==> src/dpm_pkg.sv <==
// Package for the dual port mailbox block: widths, reset values, port controls.
// Assumes one system clock; both port clocks arrive as ordinary sampled inputs.
package dpm_pkg;

  // ********************************************************
  // Widths and reset values
  // ********************************************************
  localparam int          DPM_DATA_W      = 36;
  localparam logic        DPM_FULL_N_RST  = 1'h1;        // No mail pending
  localparam logic [35:0] DPM_MAIL_RST    = 36'h0_0000_0000;
  localparam logic        DPM_CLK_Q_RST   = 1'h1;        // Blocks a false edge at release

  // ********************************************************
  // Port control group as sampled on a port clock edge
  // ********************************************************
  typedef struct packed {
    logic chip_select_n;  // Active low
    logic write;          // High selects a write on this port
    logic enable;         // Transfer enable
    logic mail_select;    // High steers to mailbox, low to FIFO
  } dpm_port_ctrl_type;

endpackage : dpm_pkg

==> src/dpm_mailbox.sv <==
// Two 36-bit mailboxes between port A and port B with active-low full flags.
// Assumes port clocks and controls are synchronous to clk_i and sampled by it;
// clk_i must run well above both port clocks so every port edge is seen.
// Limitation: each port clock must stay low and high for at least one clk_i
// cycle, or its edge is missed and the transfer is silently lost.
// Trade-off: sampling the port clocks keeps one clock domain and no
// synchronisers, at the price of a fast system clock.
//
// Functional notes
// Two independent 36-bit mailboxes: A-to-B and B-to-A.
// Mail select high steers a transfer to mailbox, low to FIFO path.
// Port A mail write on its clock edge stores port A bus in A-to-B.
// Port B mail write on its clock edge stores port B bus in B-to-A.
// Accepted write drives that mailbox full flag low.
// Writes while full flag low are ignored; contents unchanged.
// Port B outputs show FIFO data if select low, A-to-B mailbox if high.
// Port A outputs always show the B-to-A mailbox when enabled.
// Port B mail read on its edge sets A-to-B full flag high.
// Port A mail read on its edge sets B-to-A full flag high.
// Reading never alters a mailbox; only accepted writes change it.
// In depth expansion both mail selects are held low externally.
// After reset both full flags are high so first write is taken.
// Flag set low by writer edge, high by reader edge, crossing safely.
`timescale 1ns/1ps
module dpm_mailbox
  import dpm_pkg::*;
(
  // System
  input  wire logic                  clk_i,
  input  wire logic                  rst_i,
  // Port A pins
  input  wire logic                  porta_clock_i,
  input  wire dpm_port_ctrl_type     porta_ctrl_i,
  input  wire logic [DPM_DATA_W-1:0] porta_data_bus_i,
  output logic      [DPM_DATA_W-1:0] porta_data_bus_o,
  output logic                       porta_data_bus_oe_o,
  // Port B pins
  input  wire logic                  portb_clock_i,
  input  wire dpm_port_ctrl_type     portb_ctrl_i,
  input  wire logic [DPM_DATA_W-1:0] portb_data_bus_i,
  output logic      [DPM_DATA_W-1:0] portb_data_bus_o,
  output logic                       portb_data_bus_oe_o,
  // Mail flags
  output logic                       a_to_b_mail_full_n_o,
  output logic                       b_to_a_mail_full_n_o,
  // FIFO path
  input  wire logic [DPM_DATA_W-1:0] fifo_out_data_i,
  output logic                       fifo_write_o,
  output logic                       fifo_read_o
);

  // ********************************************************
  // Port clock edge detection
  // ********************************************************
  logic                  pa_clk_reg;
  logic                  pb_clk_reg;
  logic                  pa_rise;
  logic                  pb_rise;
  logic                  pa_go;
  logic                  pb_go;
  logic                  pa_mail_wr;
  logic                  pa_mail_rd;
  logic                  pb_mail_wr;
  logic                  pb_mail_rd;
  logic                  a2b_wr_ok;
  logic                  b2a_wr_ok;
  logic [DPM_DATA_W-1:0] a_to_b_mailbox_reg;
  logic [DPM_DATA_W-1:0] b_to_a_mailbox_reg;
  logic                  a2b_full_n_reg;
  logic                  b2a_full_n_reg;

  // Previous level of each port clock; inputs are already synchronous
  always_ff @(posedge clk_i or posedge rst_i) begin
    if (rst_i) begin
      pa_clk_reg <= DPM_CLK_Q_RST;
      pb_clk_reg <= DPM_CLK_Q_RST;
    end else begin
      pa_clk_reg <= porta_clock_i;
      pb_clk_reg <= portb_clock_i;
    end
  end

  // History resets high, so a port clock resting high at release gives no edge
  assign pa_rise = porta_clock_i & ~pa_clk_reg;
  assign pb_rise = portb_clock_i & ~pb_clk_reg;

  // ********************************************************
  // Transfer decode per port
  // ********************************************************
  // Write bit high means write on both ports, whatever the pin polarity
  // Selected transfer: chip select low and enable high on a port edge
  assign pa_go      = pa_rise & ~porta_ctrl_i.chip_select_n & porta_ctrl_i.enable;
  assign pb_go      = pb_rise & ~portb_ctrl_i.chip_select_n & portb_ctrl_i.enable;
  assign pa_mail_wr = pa_go & porta_ctrl_i.write & porta_ctrl_i.mail_select;
  assign pa_mail_rd = pa_go & ~porta_ctrl_i.write & porta_ctrl_i.mail_select;
  assign pb_mail_wr = pb_go & portb_ctrl_i.write & portb_ctrl_i.mail_select;
  assign pb_mail_rd = pb_go & ~portb_ctrl_i.write & portb_ctrl_i.mail_select;
  // Full flag low blocks a new write
  assign a2b_wr_ok  = pa_mail_wr & a2b_full_n_reg;
  assign b2a_wr_ok  = pb_mail_wr & b2a_full_n_reg;

  // FIFO path strobes when mail select is low
  assign fifo_write_o = pa_go & porta_ctrl_i.write & ~porta_ctrl_i.mail_select;
  assign fifo_read_o  = pb_go & ~portb_ctrl_i.write & ~portb_ctrl_i.mail_select;

  // ********************************************************
  // Mailbox storage
  // ********************************************************
  // A-to-B word loads only on an accepted port A write; reads leave it intact
  always_ff @(posedge clk_i or posedge rst_i) begin
    if (rst_i) begin
      a_to_b_mailbox_reg <= DPM_MAIL_RST;
    end else if (a2b_wr_ok) begin
      a_to_b_mailbox_reg <= porta_data_bus_i;
    end
  end

  // B-to-A word loads only on an accepted port B write; reads leave it intact
  always_ff @(posedge clk_i or posedge rst_i) begin
    if (rst_i) begin
      b_to_a_mailbox_reg <= DPM_MAIL_RST;
    end else if (b2a_wr_ok) begin
      b_to_a_mailbox_reg <= portb_data_bus_i;
    end
  end

  // ********************************************************
  // Mail full flags
  // ********************************************************
  // A-to-B flag: port A write clears, port B read sets; a write in the same
  // cycle as a read wins, so fresh mail is never lost. One clock, no crossing.
  always_ff @(posedge clk_i or posedge rst_i) begin
    if (rst_i) begin
      a2b_full_n_reg <= DPM_FULL_N_RST;
    end else if (a2b_wr_ok) begin
      a2b_full_n_reg <= 1'h0;
    end else if (pb_mail_rd) begin
      a2b_full_n_reg <= 1'h1;
    end
  end

  // B-to-A flag: mirror image, port B writes and port A reads
  always_ff @(posedge clk_i or posedge rst_i) begin
    if (rst_i) begin
      b2a_full_n_reg <= DPM_FULL_N_RST;
    end else if (b2a_wr_ok) begin
      b2a_full_n_reg <= 1'h0;
    end else if (pa_mail_rd) begin
      b2a_full_n_reg <= 1'h1;
    end
  end

  assign a_to_b_mail_full_n_o = a2b_full_n_reg;
  assign b_to_a_mail_full_n_o = b2a_full_n_reg;

  // ********************************************************
  // Data bus drivers
  // ********************************************************
  // Bus drives whenever the port is selected for reading, edge or not
  assign porta_data_bus_oe_o = ~porta_ctrl_i.chip_select_n & ~porta_ctrl_i.write;
  assign portb_data_bus_oe_o = ~portb_ctrl_i.chip_select_n & ~portb_ctrl_i.write;
  // Port A has no FIFO source, so its bus only ever shows mail
  assign porta_data_bus_o    = b_to_a_mailbox_reg;
  assign portb_data_bus_o    = portb_ctrl_i.mail_select ? a_to_b_mailbox_reg
                                                        : fifo_out_data_i;
endmodule : dpm_mailbox

==> config.mk <==
export PLATFORM = sky130hd
export DESIGN_NAME = dpm_mailbox
export DESIGN_NICKNAME = d
export VERILOG_FILES = /design/src/dpm_pkg.sv /design/src/dpm_mailbox.sv
export SDC_FILE = /design/constraint.sdc
export NUM_CORES = 1
export LEC_CHECK = 0
export CAP_MARGIN = 40
export CORE_MARGIN = 2
export CORE_UTILIZATION = 31
export CTS_CLUSTER_SIZE = 28
export DETAILED_ROUTE_END_ITERATION = 10
export DONT_BUFFER_PORTS = 1
export PLACE_DENSITY_LB_ADDON = 0.15
export SYNTH_ARGS = -nofsm -noshare
export SYNTH_HDL_FRONTEND = slang
export SYNTH_SLANG_ARGS = --single-unit
==> constraint.sdc <==
create_clock -name clk_i -period 6.15 [get_ports clk_i]
set_clock_uncertainty 0.2 [all_clocks]
set_input_delay 0.3075 -clock clk_i [delete_from_list [all_inputs] [get_ports clk_i]]
set_output_delay 0.3075 -clock clk_i [all_outputs]
set_load 0.05 [all_outputs]
After elaboration in Yosys (flattened, before gate mapping)
Index checks and enable logic that the tools add are counted.

operators by class
  mux-type cells = 5
  bitwise gates (word level) = 28
  reduce and logical (&&, ||, !) cells = 2

operator list
  operator            count
  36-bit two-way mux  1
  1-bit AND           20
  1-bit inverter      8
  1-bit two-way mux   4
  2-bit nonzero test  2

storage, ports and cells
  output and inout port bits = 78
  register bits = 76

Depth between registers and ports, before layout
  word-level depth = 8
  gate-level depth with buffers = 5

Least setup slack after synthesis
No wires, ideal clock.

  path type = input to output
  start point = in porta_ctrl_i[3] (netlist bit)
  end point = out fifo_write_o
  stages on the path = 2
  arrival = 1.705 ns
  slack = 3.938 ns
  cell sequence = and4b_1 > nor3b_1

on the way
  word-level cells in the longest chain between the ends = 5

ends and longest elaborated chain
  item                    RTL line            text
  start, declared         dpm_mailbox.sv:33   input wire dpm_port_ctrl_type porta_ctrl_i,
  1-bit inverter          dpm_mailbox.sv:92   assign pa_go = pa_rise & ~porta_ctrl_i.chip_select_n & porta_ctrl_i.enable;
  1-bit AND (2 in a row)  dpm_mailbox.sv:92
  1-bit AND (2 in a row)  dpm_mailbox.sv:103  assign fifo_write_o = pa_go & porta_ctrl_i.write & ~porta_ctrl_i.mail_select;
  end, declared           dpm_mailbox.sv:48   output logic fifo_write_o,

Every way passes these cells.

Final worst setup path
  start point = reg a2b_full_n_reg, in the netlist a_to_b_mail_full_n_o
  end point = reg a_to_b_mailbox_reg[28]

on the way
  word-level cells in the longest chain between the ends = 1

ends and longest elaborated chain
  item                    RTL line            text
  start, declared         dpm_mailbox.sv:69   logic a2b_full_n_reg;
  start signal, assigned  dpm_mailbox.sv:134  a2b_full_n_reg <= DPM_FULL_N_RST;
  start signal, assigned  dpm_mailbox.sv:136  a2b_full_n_reg <= 1'h0;
  start signal, assigned  dpm_mailbox.sv:138  a2b_full_n_reg <= 1'h1;
  1-bit AND               dpm_mailbox.sv:99   assign a2b_wr_ok = pa_mail_wr & a2b_full_n_reg;
  end signal, assigned    dpm_mailbox.sv:114  a_to_b_mailbox_reg <= porta_data_bus_i;
  end, declared           dpm_mailbox.sv:67   logic [DPM_DATA_W-1:0] a_to_b_mailbox_reg;

Every way passes these cells.
A chain may end at the register's enable or synchronous reset.

==> results by group <==
Run status
  – Run status: completed

CTS
  – CTS tree: done
  – Clk Latency, worst-skew pair: between 300 and 400 ps
  – H-tree depth: 3
  – CTS Sinks: between 70 and 80
  – Root Buffer: clkbuf_16
  – Max clock buf depth: 2
  – Worst-path clk slew: approximately 60 ps
  – Setup bufs post-CTS: 0
  – CTS Buf Count: 9

Final layout
  – Number of inserted diodes: 0
  – Finished Layout Cells: 440
  – Share of cells above drive strength 1: around 28%
  – Final #Nets: between 400 and 500
  – Design area: between 4000 and 5000 µm²
  – Layout area overhead: 33.1%

Die
  – Row cnt: 39
  – IO Count: approximately 200
  – Initial Util: between 30% and 40%
  – Die Ht: about 110 µm
  – DIE AREA: between 10000 and 15000 µm²
  – Core area: roughly 11000 µm²
  – Die W: between 100 and 150 µm

Worst setup path
  – CP Max Fanout: 37
  – Startpoint Class: register
  – CP arrival: about 2200 ps
  – Slowest stage delay, CP: 720 ps
  – Worst path cell trace: and4_4 > mux2_1
  – CP Capture Type: register
  – Worst EP required: 6150 ps
  – Setup CP Type: reg -> reg
  – Slowest-stage cell, CP: dfstp_2

Timing
  – Fmax: roughly 450 MHz
  – Final setup violation count: 0
  – Final Critical Period: approximately 2200 ps
  – Max-slew violation count: 0
  – RSZ-0062 raised after global routing: false
  – Hold WS: between 20 and 25 ps
  – Worst-margin pin slew: about 880 ps
  – Hold Vio Cnt, Final: 0
  – Slew headroom: between 40% and 50%
  – TNS Setup: 0 ps
  – Period utilization: a little over a third

Synth
  – Syn nets: between 300 and 400
  – Top area cells in the synthesized netlist: dfrtp_1 (50%), mux2_4 (24%), mux2_1 (16%)
  – Mean Syn Cell Area: roughly 17 µm²
  – Post-synthesis register bit count: 76
  – Synth top area share: between 50% and 60%
  – Yosys warnings: 0
  – Sequential share of the synthesized area: between 50% and 60%
  – Leading area contributor after synthesis: dfrtp_1
  – Syn Inst Count: around 210
  – Unique masters post-synth: 18
  – Synthesized cell area: about 3600 µm²

Power
  – Total chip power: between 1.5 and 2 mW
  – Max IR drop VDD: approximately 140 µV
  – P per Cell Area: approximately 340 nW/µm²
  – Pleak: 2.22 nW

Global routing
  – GR Util All Layers: 12.0%
  – Largest net degree at the start of global routing: 41
  – Vias in the first global route: ~2200
  – GRT overflow: 0
  – Initial antenna violation count: 0
  – First-pass GRT wire length: 11800 µm

Route
  – Drt first pass iters: 3
  – Wirelength per Cell: 17.1 µm
  – # DRC: 0
  – Post-DRT Antenna Nets: 0
  – Vias: ~2100
  – Drt via density: around 4.7
  – Overall routed net length: roughly 7500 µm
  – Initial DRC Count: 79

Placed design
  – I/O Buffers: 0
  – DP Wirelength: between 4000 and 5000 µm
  – Dpl cells: approximately 350
  – Placed instance area: 3670 µm²
  – GPL Wtd Cong: about 0.65

Job
  – Max cap viols: 0

Hold path
  – Min-Delay Path Class: in -> reg
worst paths after layout:
| check | startpoint | endpoint | slack, ps | cells after the start |
|---|---|---|---|---|
| min in group asynchronous | rst_i | porta_data_bus_o[22] | 370 | 3 |
| min reg2reg | a_to_b_mailbox_reg[31] | a_to_b_mailbox_reg[31] | 280 | 1 |
| max reg2reg | a_to_b_mail_full_n_o | a_to_b_mailbox_reg[28] | 3950 | 2 |
| min | porta_ctrl_i[3] | b_to_a_mail_full_n_o | 20 | 3 |
| max | a_to_b_mail_full_n_o | a_to_b_mailbox_reg[28] | 3950 | 2 |
| max in group asynchronous | rst_i | pa_clk_reg | 4750 | 4 |
power by group:
group	internal [mW]	switching, mW	total [mW]	leakage (nW)
sequential	0.566	0.161	0.727	1.02
clock	0.408	0.200	0.608	0.163
combinational	0.124	0.150	0.275	1.04
what timing repair did:
item                                   in CTS  in global routing
endpoints found under the hold margin     112                  0
gates resized for setup                     0                  0
hold buffers                               77                  0
per-stage QoR:
step / setup slack (ps) / util (%)
5_1_grt: 3890 / 42.1
6_report: 3950 / 42.1
2_1_floorplan: 3710 / -
3_3_place_gp: 3950 / 32.0
4_1_cts: 3920 / 42.1
3_5_place_dp: 3940 / 32.3
critical path: cells and delay by family (launching register included):
kind | cells | cell delay, ps
flip-flops | 1 | 720
AND/OR/NAND/NOR | 1 | 720
multiplexers | 1 | 390
cell usage after synthesis:
master    count
and4bb_1      1
inv_1         3
dfstp_2       4
nor4bb_1      1
nand2_1       1
buf_12        3
and4b_1       1
and4_4        2
mux2_1       50
a31oi_1       2
nor3b_1       1
buf_2         3
clkbuf_1      1
nor2_1        5
mux2_4       58
buf_6         2
dfrtp_1      72
buf_8         3
layout make-up:
cell class | count | area (µm²)
clock inverter | 4 | 97.6
sequential | 76 | 1910
timing repair buffer | 80 | 806
tap | 143 | 179
clock buffer | 12 | 246
inverter | 3 | 12.5
fill | 1041 | 6590
multi-input combinational | 122 | 1540
logic make-up (layout without fill, tap and decap cells):
| logic type | Yosys count | count (layout) | share of synthesized area [%] |
|---|---|---|---|
| and+or+nand+nor | 12 | 12 | 2.37 |
| AOI/OAI and AO/OA | 2 | 2 | 0.348 |
| muxes | 108 | 108 | 39.9 |
| buffers and inverters | 15 | 99 | 4.38 |
| DFF | 76 | 76 | 53.0 |
metal layers:
metal	track usage [%]	part of all wire [%]	vias up	routed length, µm
met2	19.5	50	103	3790
met5	0	0	-	0
met4	3.95	1.2	0	91
li1	-	-	912	-
met3	4.46	7.7	6	576
met1	14.9	41	1029	3060
placed cells by master, fill, tap and decap left out, drive strengths merged:
master / count
clkbuf: 12
and4: 2
and4b: 1
inv: 2
a31oi: 2
dlygate4sd3: 77
and4bb: 1
clkinvlp: 1
nor2: 5
dfrtp: 72
dfstp: 4
mux2: 108
clkinv: 1
nor4bb: 1
buf: 3
nand2: 1
bufinv: 3
nor3b: 1
No activity file was read; power rests on OpenSTA's default activity.
